===== src/shared/combo_pkg.sv =====
// Shared types and constants for the combination function cells
// Notes on behaviour
// Two-input cell zero outputs its indexed truth bit
// Two-input cell one outputs its indexed truth bit
// Emitter-capable cell in table mode indexes truth bits
// Three-input cell zero outputs indexed truth bit
// Three-input cell two outputs indexed truth bit
// Three-input cell three outputs indexed truth bit
// Flop mode captures data on clock rise only
// Latch mode is transparent while clock low
// Dual mode: capture on rise, present on fall
// Each three-input cell picks clear/preset polarity
// Emitter reset polarity chosen by configuration bit
// Emitter repeats programmed sequence, two to sixteen bits
// Two-input storage uses inputs as clock, data
// Three-input storage uses clock, data, clear/preset
// Two-input tables realise standard gates
// Three-input tables realise standard gates
// Every cell output readable in readback range
// Readback writes ignored except virtual input bits
// Virtual input write drives matrix; read returns value
// Cell function is fixed once configured
package combo_pkg;

	// ==========================================================
	// Readback map
	localparam int RB_BASE_ADDR     = 576;
	localparam int RB_WIDTH         = 64;
	localparam int VIN_BASE_ADDR    = 608;
	localparam int VIN_WIDTH        = 8;
	localparam int VIN_POS          = VIN_BASE_ADDR - RB_BASE_ADDR;
	localparam int RB_POS_T2_ZERO   = 1;
	localparam int RB_POS_T2_ONE    = 2;
	localparam int RB_POS_T2_TWO    = 4;
	localparam int RB_POS_T3_ZERO   = 5;
	localparam int RB_POS_T3_TWO    = 9;
	localparam int RB_POS_T3_THREE  = 10;

	// ==========================================================
	// Cell sizes and reset values
	localparam int PATTERN_MAX      = 16;
	localparam int CELL_CNT         = 5;
	localparam logic [7:0] VIN_RESET = 8'h00;
	localparam logic [3:0] MIN_LEN_M1 = 4'h1;

	// Configuration image, loaded once after reset
	typedef struct packed {
		logic [3:0]             t2_zero_truth;
		logic [3:0]             t2_one_truth;
		logic [3:0]             t2_two_truth;
		logic [7:0]             t3_zero_truth;
		logic [7:0]             t3_two_truth;
		logic [7:0]             t3_three_truth;
		logic [CELL_CNT-1:0]    store_sel;
		logic [CELL_CNT-1:0]    latch_sel;
		logic [2:0]             clear_low;
		logic [2:0]             preset_sel;
		logic                   dual_edge;
		logic                   emit_sel;
		logic                   emit_rst_low;
		logic [PATTERN_MAX-1:0] pattern;
		logic [3:0]             pattern_len_m1;
	} cfg_t;

	// Matrix signals feeding the cells: in0 clock, in1 data (emitter reset on t2_two), in2 clear
	typedef struct packed {
		logic [1:0] t2_zero;
		logic [1:0] t2_one;
		logic [1:0] t2_two;
		logic [2:0] t3_zero;
		logic [2:0] t3_two;
		logic [2:0] t3_three;
	} matrix_in_t;

	// Cell outputs returned to the matrix
	typedef struct packed {
		logic t2_zero;
		logic t2_one;
		logic t2_two;
		logic t3_zero;
		logic t3_two;
		logic t3_three;
	} matrix_out_t;

endpackage


===== src/core/combo_cell.sv =====
// One table-or-storage cell with optional clear/preset and dual-edge mode
`timescale 1ns/1ps
`default_nettype none
module combo_cell #(
	parameter int N_IN      = 2,
	parameter bit HAS_CLEAR = 1'b0
) (
	input  wire logic                 clk,
	input  wire logic                 rst_n,
	input  wire logic [N_IN-1:0]      ins,
	input  wire logic [2**N_IN-1:0]   truth,
	input  wire logic                 store_mode,
	input  wire logic                 latch_mode,
	input  wire logic                 clear_low,
	input  wire logic                 preset,
	input  wire logic                 dual_mode,
	output var  logic                 q
);

	// ==========================================================
	// State
	logic       q_reg;
	logic       q_next;
	logic       ck_prev_reg;
	logic       ck_prev_next;
	logic       hold_reg;
	logic       hold_next;
	logic [2:0] x;
	logic       rise;
	logic       fall;
	logic       rs_act;

	// Pad inputs so the two-input form shares the same decode
	always_comb begin
		x = 3'h0;
		x[N_IN-1:0] = ins;
	end

	// Edges of the matrix clock are seen in the system clock domain
	assign rise = x[0] & ~ck_prev_reg;
	assign fall = ~x[0] & ck_prev_reg;
	// Polarity bit 1 means the clear/preset input acts when low
	assign rs_act = HAS_CLEAR && (clear_low ? ~x[2] : x[2]);

	// Next state: table, clear/preset, latch, dual-edge or plain flop
	always_comb begin
		q_next = q_reg;
		hold_next = hold_reg;
		ck_prev_next = x[0];
		if (!store_mode) begin
			q_next = truth[ins];
		end else if (rs_act) begin
			q_next = preset;
			hold_next = preset;
		end else if (latch_mode) begin
			if (!x[0]) begin
				q_next = x[1];
			end
		end else if (dual_mode) begin
			if (rise) begin
				hold_next = x[1];
			end
			if (fall) begin
				q_next = hold_reg;
			end
		end else if (rise) begin
			q_next = x[1];
		end
	end

	always_ff @(posedge clk or negedge rst_n) begin
		if (!rst_n) begin
			q_reg <= 1'b0;
			hold_reg <= 1'b0;
			ck_prev_reg <= 1'b0;
		end else begin
			q_reg <= q_next;
			hold_reg <= hold_next;
			ck_prev_reg <= ck_prev_next;
		end
	end

	assign q = q_reg;
endmodule
`default_nettype wire


===== src/core/combo_cells_top.sv =====
// Combination function cells with emitter, virtual inputs and readback
`timescale 1ns/1ps
`default_nettype none
module combo_cells_top #(
	parameter int PATTERN_LEN = combo_pkg::PATTERN_MAX
) (
	input  wire logic                        clk,
	input  wire logic                        resetn,
	input  wire combo_pkg::cfg_t             cfg,
	input  wire combo_pkg::matrix_in_t       matrix_in,
	input  wire logic [combo_pkg::VIN_WIDTH-1:0] vin_init,
	input  wire logic                        rb_wr,
	input  wire logic [combo_pkg::RB_WIDTH-1:0]  rb_wr_data,
	output var  combo_pkg::matrix_out_t      matrix_out,
	output var  logic [combo_pkg::VIN_WIDTH-1:0] vin_out,
	output var  logic [combo_pkg::RB_WIDTH-1:0]  readback
);

	// ==========================================================
	// Reset release through two flops
	logic rst_meta_reg;
	logic rst_sync_reg;

	always_ff @(posedge clk or negedge resetn) begin
		if (!resetn) begin
			rst_meta_reg <= 1'b0;
			rst_sync_reg <= 1'b0;
		end else begin
			rst_meta_reg <= 1'b1;
			rst_sync_reg <= rst_meta_reg;
		end
	end

	// ==========================================================
	// Matrix inputs come from other clocks and pins: two-flop sync
	combo_pkg::matrix_in_t in_meta_reg;
	combo_pkg::matrix_in_t in_sync_reg;

	always_ff @(posedge clk or negedge rst_sync_reg) begin
		if (!rst_sync_reg) begin
			in_meta_reg <= '0;
			in_sync_reg <= '0;
		end else begin
			in_meta_reg <= matrix_in;
			in_sync_reg <= in_meta_reg;
		end
	end

	// ==========================================================
	// Configuration image: loaded once, then frozen until next reset
	combo_pkg::cfg_t            cfg_reg;
	combo_pkg::cfg_t            cfg_next;
	logic                       loaded_reg;
	logic                       loaded_next;
	logic [combo_pkg::VIN_WIDTH-1:0] vin_reg;
	logic [combo_pkg::VIN_WIDTH-1:0] vin_next;

	// Freezing the image keeps each cell's function stable in operation
	always_comb begin
		cfg_next = cfg_reg;
		loaded_next = 1'b1;
		vin_next = vin_reg;
		if (!loaded_reg) begin
			cfg_next = cfg;
			vin_next = vin_init;
		end else if (rb_wr) begin
			vin_next = rb_wr_data[combo_pkg::VIN_POS +: combo_pkg::VIN_WIDTH];
		end
	end

	always_ff @(posedge clk or negedge rst_sync_reg) begin
		if (!rst_sync_reg) begin
			cfg_reg <= '0;
			loaded_reg <= 1'b0;
			vin_reg <= combo_pkg::VIN_RESET;
		end else begin
			cfg_reg <= cfg_next;
			loaded_reg <= loaded_next;
			vin_reg <= vin_next;
		end
	end

	// ==========================================================
	// Storage-capable cells; cells stay cleared until the image is in
	logic cell_rst_n;
	logic q_t2_zero;
	logic q_t2_one;
	logic q_t3_zero;
	logic q_t3_two;
	logic q_t3_three;

	assign cell_rst_n = rst_sync_reg & loaded_reg;

	combo_cell #(.N_IN(2), .HAS_CLEAR(1'b0)) u_table_cell_zero (
		.clk        (clk),
		.rst_n      (cell_rst_n),
		.ins        (in_sync_reg.t2_zero),
		.truth      (cfg_reg.t2_zero_truth),
		.store_mode (cfg_reg.store_sel[0]),
		.latch_mode (cfg_reg.latch_sel[0]),
		.clear_low  (1'b0),
		.preset     (1'b0),
		.dual_mode  (1'b0),
		.q          (q_t2_zero)
	);

	combo_cell #(.N_IN(2), .HAS_CLEAR(1'b0)) u_table_cell_one (
		.clk        (clk),
		.rst_n      (cell_rst_n),
		.ins        (in_sync_reg.t2_one),
		.truth      (cfg_reg.t2_one_truth),
		.store_mode (cfg_reg.store_sel[1]),
		.latch_mode (cfg_reg.latch_sel[1]),
		.clear_low  (1'b0),
		.preset     (1'b0),
		.dual_mode  (1'b0),
		.q          (q_t2_one)
	);

	// Only this three-input cell offers the dual-edge mode
	combo_cell #(.N_IN(3), .HAS_CLEAR(1'b1)) u_dual_edge_capable_flop (
		.clk        (clk),
		.rst_n      (cell_rst_n),
		.ins        (in_sync_reg.t3_zero),
		.truth      (cfg_reg.t3_zero_truth),
		.store_mode (cfg_reg.store_sel[2]),
		.latch_mode (cfg_reg.latch_sel[2]),
		.clear_low  (cfg_reg.clear_low[0]),
		.preset     (cfg_reg.preset_sel[0]),
		.dual_mode  (cfg_reg.dual_edge),
		.q          (q_t3_zero)
	);

	combo_cell #(.N_IN(3), .HAS_CLEAR(1'b1)) u_table_cell_two (
		.clk        (clk),
		.rst_n      (cell_rst_n),
		.ins        (in_sync_reg.t3_two),
		.truth      (cfg_reg.t3_two_truth),
		.store_mode (cfg_reg.store_sel[3]),
		.latch_mode (cfg_reg.latch_sel[3]),
		.clear_low  (cfg_reg.clear_low[1]),
		.preset     (cfg_reg.preset_sel[1]),
		.dual_mode  (1'b0),
		.q          (q_t3_two)
	);

	combo_cell #(.N_IN(3), .HAS_CLEAR(1'b1)) u_table_cell_three (
		.clk        (clk),
		.rst_n      (cell_rst_n),
		.ins        (in_sync_reg.t3_three),
		.truth      (cfg_reg.t3_three_truth),
		.store_mode (cfg_reg.store_sel[4]),
		.latch_mode (cfg_reg.latch_sel[4]),
		.clear_low  (cfg_reg.clear_low[2]),
		.preset     (cfg_reg.preset_sel[2]),
		.dual_mode  (1'b0),
		.q          (q_t3_three)
	);

	// ==========================================================
	// Table-or-emitter cell: in0 is the clock, in1 the emitter reset
	logic [3:0] idx_reg;
	logic [3:0] idx_next;
	logic       emit_reg;
	logic       emit_next;
	logic       ck_prev_reg;
	logic       ck_prev_next;
	logic [3:0] last_idx;
	logic       emit_rise;
	logic       emit_rst;

	// Lengths below two are raised to two; one-bit patterns do not exist
	assign last_idx = (cfg_reg.pattern_len_m1 < combo_pkg::MIN_LEN_M1) ?
		combo_pkg::MIN_LEN_M1 : cfg_reg.pattern_len_m1;
	assign emit_rise = in_sync_reg.t2_two[0] & ~ck_prev_reg;
	assign emit_rst = cfg_reg.emit_rst_low ? ~in_sync_reg.t2_two[1]
		: in_sync_reg.t2_two[1];

	always_comb begin
		idx_next = idx_reg;
		emit_next = emit_reg;
		ck_prev_next = in_sync_reg.t2_two[0];
		if (!cfg_reg.emit_sel) begin
			emit_next = cfg_reg.t2_two_truth[in_sync_reg.t2_two];
			idx_next = 4'h0;
		end else if (emit_rst) begin
			emit_next = 1'b0;
			idx_next = 4'h0;
		end else if (emit_rise) begin
			emit_next = cfg_reg.pattern[idx_reg];
			idx_next = (idx_reg >= last_idx) ? 4'h0 : idx_reg + 4'h1;
		end
	end

	always_ff @(posedge clk or negedge cell_rst_n) begin
		if (!cell_rst_n) begin
			idx_reg <= 4'h0;
			emit_reg <= 1'b0;
			ck_prev_reg <= 1'b0;
		end else begin
			idx_reg <= idx_next;
			emit_reg <= emit_next;
			ck_prev_reg <= ck_prev_next;
		end
	end

	// ==========================================================
	// Readback image: live cell outputs plus virtual inputs, one cycle late
	logic [combo_pkg::RB_WIDTH-1:0] rb_reg;
	logic [combo_pkg::RB_WIDTH-1:0] rb_next;

	always_comb begin
		rb_next = '0;
		rb_next[combo_pkg::RB_POS_T2_ZERO] = q_t2_zero;
		rb_next[combo_pkg::RB_POS_T2_ONE] = q_t2_one;
		rb_next[combo_pkg::RB_POS_T2_TWO] = emit_reg;
		rb_next[combo_pkg::RB_POS_T3_ZERO] = q_t3_zero;
		rb_next[combo_pkg::RB_POS_T3_TWO] = q_t3_two;
		rb_next[combo_pkg::RB_POS_T3_THREE] = q_t3_three;
		rb_next[combo_pkg::VIN_POS +: combo_pkg::VIN_WIDTH] = vin_reg;
	end

	always_ff @(posedge clk or negedge rst_sync_reg) begin
		if (!rst_sync_reg) begin
			rb_reg <= '0;
		end else begin
			rb_reg <= rb_next;
		end
	end

	// Outputs straight from flops
	assign matrix_out.t2_zero = q_t2_zero;
	assign matrix_out.t2_one = q_t2_one;
	assign matrix_out.t2_two = emit_reg;
	assign matrix_out.t3_zero = q_t3_zero;
	assign matrix_out.t3_two = q_t3_two;
	assign matrix_out.t3_three = q_t3_three;
	assign vin_out = vin_reg;
	assign readback = rb_reg;
endmodule
`default_nettype wire


===== config.mk =====
export PLATFORM = sky130hd
export DESIGN_NAME = combo_cells_top
export DESIGN_NICKNAME = d
export VERILOG_FILES = /design/src/shared/combo_pkg.sv /design/src/core/combo_cell.sv /design/src/core/combo_cells_top.sv
export SDC_FILE = /design/constraint.sdc
export NUM_CORES = 1
export LEC_CHECK = 0
export ABC_AREA = 1
export BUFFER_PORTS_ARGS = -buffer_cell sky130_fd_sc_hd__clkbuf_2
export CAP_MARGIN = 20
export CORE_UTILIZATION = 45
export CTS_BUF_LIST = sky130_fd_sc_hd__clkbuf_2
export CTS_CLUSTER_SIZE = 8
export DETAILED_ROUTE_END_ITERATION = 6
export PLACE_DENSITY = 0.77
export SETUP_SLACK_MARGIN = 0.4
export SYNTH_ARGS = -nofsm -noshare
export SYNTH_HDL_FRONTEND = slang
export SYNTH_HIERARCHICAL = 1
export SYNTH_SLANG_ARGS = --single-unit

===== constraint.sdc =====
create_clock -name clk -period 5.4 [get_ports clk]
set_input_delay 1.08 -clock clk [delete_from_list [all_inputs] [get_ports clk]]
set_output_delay 1.08 -clock clk [all_outputs]
set_load 0.1 [all_outputs]

==> results.toml, run 1 <==
[outcome]
status = "finished, violations left"
failed_checks = "DRC"

[setup_path]
critical_path.cell_chain = "clkbuf_2"
r2r_slack_ps = 3210
critPathLaunchType = "flip-flop"
slowest_stage = "clkbuf_2"
r2r_start = "loaded_reg"
cp_num_buf_inv = 1
critPathArrivalTime_ps = 1610
r2r_cells = 4
crit_path_end_kind = "output port"
required_ps = 4320
critPathMaxStageDelay_ps = 470
crit_path_max_fanout = 3
rr_endpoint = "vin_out[3]"
path_delay_family = "buffers and inverters"
critPathKind = "reg2out"

[grt]
grt_pass1_wl_um = 22800
grt_usage_pct = 18.5
grt_pass1_vias = 5048
grt_max_degree = 72
grt_antenna_before_repair = 1
grt-ovfl-total = 0

[power]
power_density_mw_per_mm2 = 343
leakagePower_nw = 4.35
ir_drop_v = 0.000249

[logic_synthesis]
ys_types = 32
synthAdderAreaFrac_pct = 0.920
netlist_instances = 812
synth_top_family_by_area = "simple AND/OR/NAND/NOR gates"
ys_warn_count = 6
seq_area_frac_synth_pct = 55.6
synth_top_area_share_pct = 55.6
muxShareOfSynthArea_pct = 0
synth_top_area_cell = "dfrtp_1"
synth-simple-area-share_pct = 27.3
syn-cell-area_mm2 = 0.00680
synth-seq-cells = 151
yosys-top-cells-area = "dfrtp_1, nand2_1, buf_4"
synth_xor_xnor_area_share_pct = 0.129
avgSynthCellArea_um2 = 8.38
synth_compound_gate_area_share_pct = 3.77

[worst_hold_path]
min_path_cells = 0
hold_start = "in_meta_reg[4]"
hp-class = "reg2reg"
hold_end = "in_sync_reg[4]"

[layout]
largest_register_ff_count = 75
area_growth_pct = 13.2
final_nets = 1123
drive_above_1_share_pct = 19.9
final_cell_mix = "nand2_1, clkbuf_2, dfrtp_1"
final_common_cell = "nand2_1"

[placement]
dp_hpwl_um = 9390
port_buffers = 136
gp_congestion = 0.829
pre_cts_ws_ps = 3180

[die]
rows = 44
die_height_um = 125
coreArea_mm2 = 0.0146
start_util_pct = 46.4
ios = 243
fp.dieW_um = 125
die_area_mm2 = 0.0156

[timing]
relSlewSlack_pct = 33.0
fin_skew_ps = 37.6
fin_crit_sh_pct = 49.8
worst_slew_pin_slew_ps = 1000
tns_ps = 0
final.min_clock_period_ps = 2690
timing.final.setup_violations = 0
max_freq_mhz = 372
hold_violations = 0
grt_setup_unrepaired = "no"
setup_ws_ps = 2710
slew_violations = 0

[job]
cap_violations = 0

[route]
via_per_inst = 4.54
wl_um = 13400
vias = 5224
drt_first_pass_iters = 7
drtIter0Drc = 370
ant_nets = 0
post_drt_wl_per_cell_um = 11.7
remaining_drc_errors = 27

[cts]
cts_root_buffer = "clkbuf_2"
cts_tree = "built"
clkSlewWorstSetupHoldPaths_ps = 240
clkLatencyLatePin_ps = 710
cts_inserted_buffers = 17
clock-sinks = 151
ctsLongestPathBuffers = 2
ctsHtreeMaxLevel = 4
cts_resized = 0
post-cts-setup-buffer-count = 0
area by class of cell:
cell class | count | area [um^2]
Tap cell | 184 | 230
Clock inverter | 15 | 175
Sequential cell | 151 | 3780
Fill cell | 1382 | 6940
Clock buffer | 17 | 85.1
Timing Repair Buffer | 140 | 713
Inverter | 77 | 294
Antenna cell | 1 | 2.50
Multi-Input combinational cell | 566 | 2420
synth_stat cells:
cell and instances:
buf_4 57, nor2_1 23, o21ai_1 3, a31oi_1 1
o21bai_1 1, nand3b_1 3, nand3_1 58, ha_1 5
nor2_2 5, buf_2 6, nand2_1 352, inv_6 1
xor2_1 1, nor3_1 1, nand4_1 3, buf_12 1
a21oi_2 1, dfrtp_1 151, inv_2 6, nand3_2 4
clkbuf_1 13, o211ai_1 10, a21oi_1 3, buf_6 1
nand2_2 1, conb_1 2, inv_1 70, nor3b_1 1
o21ai_0 24, or2_1 1, nor3_2 2, a31o_2 1
report_power, final:
part / internal (mW) / total, mW / switching [mW]
combinational: 0.123 / 0.659 / 0.536
sequential: 1.24 / 1.31 / 0.0716
clock: 0.262 / 0.677 / 0.415
total: 1.62 / 2.64 / 1.02
how the worst max path moves through the flow:
| stage | startpoint | end | depth (start not counted) |
|---|---|---|---|
| after detailed placement | loaded_reg | vin_out[3] | 4 |
| after CTS | u_dual_edge_capable_flop/q | matrix_out[2] | 1 |
| after global routing | u_table_cell_one/q | matrix_out[4] | 1 |
| final | vin_out[1] | vin_out[1] | 1 |
| after global placement | loaded_reg | vin_out[3] | 4 |
| after floorplan | rst_sync_reg | cfg_reg[0] | 0 |
stage by stage:
| step | util, % | power [mW] | std cells | cell area, um^2 | hold slack [ps] |
|---|---|---|---|---|---|
| final | 52.6 | 2.64 | 1151 | 7700 | 365 |
| after global routing | 52.6 | 2.79 | 1151 | 7700 | 320 |
| after CTS | 52.5 | 2.67 | 1149 | 7690 | 35.4 |
| after detailed placement | 50.7 | 1.99 | 1117 | 7430 | 335 |
| after global placement | 50.7 | 1.98 | 1117 | 7430 | 333 |
| after floorplan | - | 1.91 | 872 | 7030 | 331 |
cells by family after synthesis:
kind of cell,after synthesis
xor+xnor,1
fa+ha+maj,5
compound gates,44
flops,151
buf+inv,155
other cells,2
simple gates,454
metal layers:
layer  part of all wire [%]  up-vias  wire length, um  global-route usage [%]
met1                     44     2431             5930                    22.5
met4                    1.8        0              246                    6.96
met5                      0        -                0                       0
met2                     50      106             6720                    31.9
li1                       -     2667                -                       -
met3                    3.9       20              519                    4.58
timing repair:
item | in CTS | in global routing
hold endpoints to repair | 0 | 2
hold buffers | 0 | 1
endpoints found under the setup margin | 0 | 0
Power figures use the tool's default switching activity.
==> run 2: changes to the inputs <==
Settings changed: PLACE_DENSITY 0.77 to 0.8.
Clock period 5.4 ns to 2.2 ns, I/O delays scaled along.
==> results.toml, run 2 (synthesis gave the netlist of run 1 again) <==
[route]
vias = 6133
ant_nets = 0
drt_first_pass_iters = 7
wl_um = 18400
remaining_drc_errors = 17
via_per_inst = 4.80
post_drt_wl_per_cell_um = 14.4
drtIter0Drc = 423

[setup_path]
critPathArrivalTime_ps = 1450
crit_path_end_kind = "output port"
crit_path_max_fanout = 2
slowest_stage = "dfrtp_1"
r2r_slack_ps = 610
critPathMaxStageDelay_ps = 480
critPathKind = "reg2out"
r2r_start = "idx_reg[0]"
critical_path.cell_chain = "clkbuf_16"
rr_endpoint = "idx_reg[2]"
path_delay_family = "flip-flops"
r2r_cells = 7
critPathLaunchType = "flip-flop"
required_ps = 1760
cp_num_buf_inv = 1

[worst_hold_path]
hold_end = "vin_out[5]"
hold_start = "rb_wr"
min_path_cells = 3
hp-class = "in2reg"

[grt]
grt_max_degree = 129
grt_pass1_wl_um = 29400
grt_pass1_vias = 6316
grt_antenna_before_repair = 3
grt_usage_pct = 24.2
grt-ovfl-total = 0

[placement]
dp_hpwl_um = 9730
port_buffers = 136
gp_congestion = 0.809

[layout]
final_cell_mix = "nand2_1, dfrtp_1, clkbuf_2"
drive_above_1_share_pct = 19.5
final_nets = 1247
final_common_cell = "nand2_1"
largest_register_ff_count = 75
area_growth_pct = 37.7

[die]
die_area_mm2 = 0.0156
ios = 243
die_height_um = 125
fp.dieW_um = 125
start_util_pct = 46.4
rows = 44
coreArea_mm2 = 0.0146

[timing]
hold_violations = 0
relSlewSlack_pct = 55.6
fin_crit_sh_pct = 85.9
slew_violations = 0
max_freq_mhz = 529
tns_ps = 0
grt_setup_unrepaired = "yes"
worst_slew_pin_slew_ps = 666
timing.final.setup_violations = 0
fin_skew_ps = 49.1
final.min_clock_period_ps = 1890

[power]
leakagePower_nw = 5.03
fin_total_pwr_mw = 7.00
ir_drop_v = 0.000734
power_density_mw_per_mm2 = 747

[cts]
clock-sinks = 151
cts_tree = "built"
cts_inserted_buffers = 17
cts_root_buffer = "clkbuf_2"
ctsHtreeMaxLevel = 4
clkSlewWorstSetupHoldPaths_ps = 280
ctsLongestPathBuffers = 2
clkLatencyLatePin_ps = 730

[job]
cap_violations = 0

[outcome]
failed_checks = "DRC"
status = "finished, violations left"
run 2: changes by cell type in the layout (fill, tap and decap cells not counted), sizes merged:
cell / delta
dlygate4sd3: +107
buf: +33
clkbuf: -16
clkinv: -2
clkinvlp: +2
diode: +2
bufinv: -1
inv: +1
run 2: layer usage:
metal	GRT usage [%]	vias up	share of wire, %
met5	0	-	0
met4	15.4	0	4.9
met3	4.11	77	4.3
met2	43.4	263	53
met1	26.6	2876	38
li1	-	2917	-
run 2: worst max path at each step:
stage                 startpoint  slack [ps]     endpoint  cells past startpoint
detailed placement    idx_reg[0]         540   idx_reg[2]                      7
floorplan           rst_sync_reg         510  ck_prev_reg                      2
CTS                   vin_out[7]         280   vin_out[7]                      1
global placement      idx_reg[0]         630   idx_reg[0]                      7
global route          vin_out[6]         210   vin_out[6]                      1
finish                vin_out[6]         310   vin_out[6]                      1
run 2: per-stage QoR:
step	area, um^2	instances	setup WS [ps]	util (%)	hold WS, ps
after floorplan	7030	872	509	-	144
after global placement	7480	1118	629	51.1	226
after detailed placement	7480	1118	540	51.1	227
after CTS	9290	1271	280	63.4	5.70
after global routing	9370	1277	210	64.0	47.4
final	9370	1277	311	64.0	108
run 2: what timing repair did:
item	in CTS	in global routing
gates resized for setup	68	23
hold buffers	108	0
endpoints found under the hold margin	100	0
buffers inserted	13	3
setup endpoints to repair	28	31
cloned	0	0
run 2: power breakdown:
part	total, mW	switching, mW	internal [mW]
Clock	1.63	1.08	0.548
Combinational	2.14	1.45	0.698
Sequential	3.22	0.189	3.03
Total	7.00	2.72	4.28
run 2: cell type report:
class                           count  area [um^2]
Fill cell                        1145         5280
Sequential cell                   151         3780
Multi-Input combinational cell    566         2420
Timing Repair Buffer              264         2380
Inverter                           77          298
Tap cell                          184          230
Clock inverter                     15          166
Clock buffer                       17         85.1
Antenna cell                        3         7.51
run 2: tightest hold or removal path: cells and delay by family:
kind | cells | cell delay (ps)
simple gates | 1 | 130
compound gates | 1 | 90
buf+inv | 1 | 180
==> run 3: changes to the inputs <==
Settings changed: CELL_PAD_IN_SITES_DETAIL_PLACEMENT set to 1, CELL_PAD_IN_SITES_GLOBAL_PLACEMENT set to 1, CORE_UTILIZATION 45 to 33, PLACE_DENSITY 0.8 to 0.81.
==> results.toml, run 3 (synthesis gave the netlist of run 1 again) <==
[outcome]
status = "completed"

[die]
coreArea_mm2 = 0.0202
die_area_mm2 = 0.0212
rows = 52
ios = 243
start_util_pct = 33.6
die_height_um = 146
fp.dieW_um = 146

[setup_path]
cp_num_buf_inv = 1
critPathArrivalTime_ps = 1440
rr_endpoint = "idx_reg[2]"
r2r_start = "idx_reg[1]"
critPathKind = "reg2out"
critPathMaxStageDelay_ps = 480
r2r_cells = 8
critPathLaunchType = "flip-flop"
critical_path.cell_chain = "clkbuf_16"
crit_path_end_kind = "output port"
required_ps = 1760
crit_start = "vin_out[3]"
slowest_stage = "dfrtp_1"
r2r_slack_ps = 470
path_delay_family = "flip-flops"
crit_path_max_fanout = 2

[timing]
worst_slew_pin_slew_ps = 724
tns_ps = 0
fin_skew_ps = 42.8
timing.final.setup_violations = 0
max_freq_mhz = 532
fin_crit_sh_pct = 85.4
hold_violations = 0
relSlewSlack_pct = 51.8
grt_setup_unrepaired = "yes"
final.min_clock_period_ps = 1880
slew_violations = 0
whs_ps = 148

[power]
leakagePower_nw = 5.07
ir_drop_v = 0.000433
switchingPower_mw = 2.73
p_seq_share_pct = 44.0
power_density_mw_per_mm2 = 770
combPwrFrac_pct = 29.5
p_int_mw = 4.62
switching_share_pct = 37.2
power_frac_clock_pct = 26.5

[grt]
grt_antenna_before_repair = 1
grt_usage_pct = 20.6
grt-ovfl-total = 0
grt_pass1_wl_um = 34100
grt_pass1_vias = 6752
grt_max_degree = 129

[job]
cap_violations = 0

[route]
post_drt_wl_per_cell_um = 15.4
drtIter0Drc = 210
remaining_drc_errors = 0
via_per_inst = 4.44
drt_first_pass_iters = 4
wl_um = 21000
ant_nets = 0
vias = 6048

[worst_hold_path]
min_path_cells = 3
hp-class = "in2reg"
hold_end = "vin_out[4]"
hold_start = "rb_wr"

[layout]
utilization_pct = 47.2
final_nets = 1249
largest_register_ff_count = 75
final_cell_mix = "nand2_1, dfrtp_1, clkbuf_2"
final_common_cell = "nand2_1"
area_growth_pct = 40.4
drive_above_1_share_pct = 19.5
fillers = 2417

[cts]
ctsHtreeMaxLevel = 4
ctsLongestPathBuffers = 2
clkLatencyLatePin_ps = 710
clkSlewWorstSetupHoldPaths_ps = 250
cts_tree = "built"
clock-sinks = 151
cts_root_buffer = "clkbuf_2"
cts_inserted_buffers = 17

[placement]
gp_congestion = 0.780
dp_hpwl_um = 11400
port_buffers = 136
-- run 3: cell types whose count changed in the layout (fill, tap and decap cells not counted), sizes merged --
cell / change
diode: -2
clkinv: -1
inv: -5
buf: -2
clkbuf: +5
dlygate4sd3: +2
bufinv: +3
-- run 3: worst max-delay path by stage --
stage | endpoint | slack [ps] | cells after the start
final | vin_out[3] | 320 | 1
after global routing | vin_out[4] | 210 | 1
after CTS | matrix_out[3] | 230 | 1
after detailed placement | idx_reg[0] | 500 | 7
after global placement | idx_reg[1] | 570 | 7
after floorplan | ck_prev_reg | 510 | 2
-- run 3: power by group through the flow --
stage | Clock (mW) | Sequential, mW | Combinational (mW)
finish | 1.95 | 3.24 | 2.17
global route | 2.11 | 3.27 | 2.30
CTS | 2.00 | 3.22 | 2.10
detailed placement | 0 | 3.25 | 1.67
global placement | 0 | 3.24 | 1.64
floorplan | 0 | 3.60 | 1.08
-- run 3: final cells by class --
cell class | count | area (um^2) | area share [%]
Inverter | 77 | 298 | 3.12
Timing Repair Buffer | 266 | 2410 | 25.2
Tap cell | 270 | 338 | 3.54
Clock buffer | 20 | 100 | 1.05
Antenna cell | 1 | 2.50 | 0.0262
Clock inverter | 12 | 200 | 2.10
Sequential cell | 151 | 3780 | 39.6
Multi-Input combinational cell | 566 | 2420 | 25.3
-- run 3: metrics by stage --
step	power, mW	instance area, um^2	setup slack [ps]	std cells
final	7.35	9550	321	1363
after global routing	7.69	9550	212	1363
after CTS	7.31	9490	233	1361
after detailed placement	4.93	7580	498	1205
after global placement	4.88	7580	575	1205
after floorplan	4.68	7030	509	872
-- run 3: per-layer routing --
| metal | up-vias | global-route usage (%) | wire (um) |
|---|---|---|---|
| li1 | 2906 | - | - |
| met1 | 2959 | 23.7 | 8610 |
| met2 | 134 | 37.5 | 11300 |
| met3 | 49 | 3.10 | 513 |
| met4 | 0 | 9.37 | 618 |
| met5 | - | 0 | 0 |
-- run 3: repair_timing --
action,in CTS,in global routing
hold buffers,110,0
hold endpoints to repair,100,0
gates resized for setup,71,21
endpoints found under the setup margin,29,31
buffers inserted,14,1
cloned,0,0
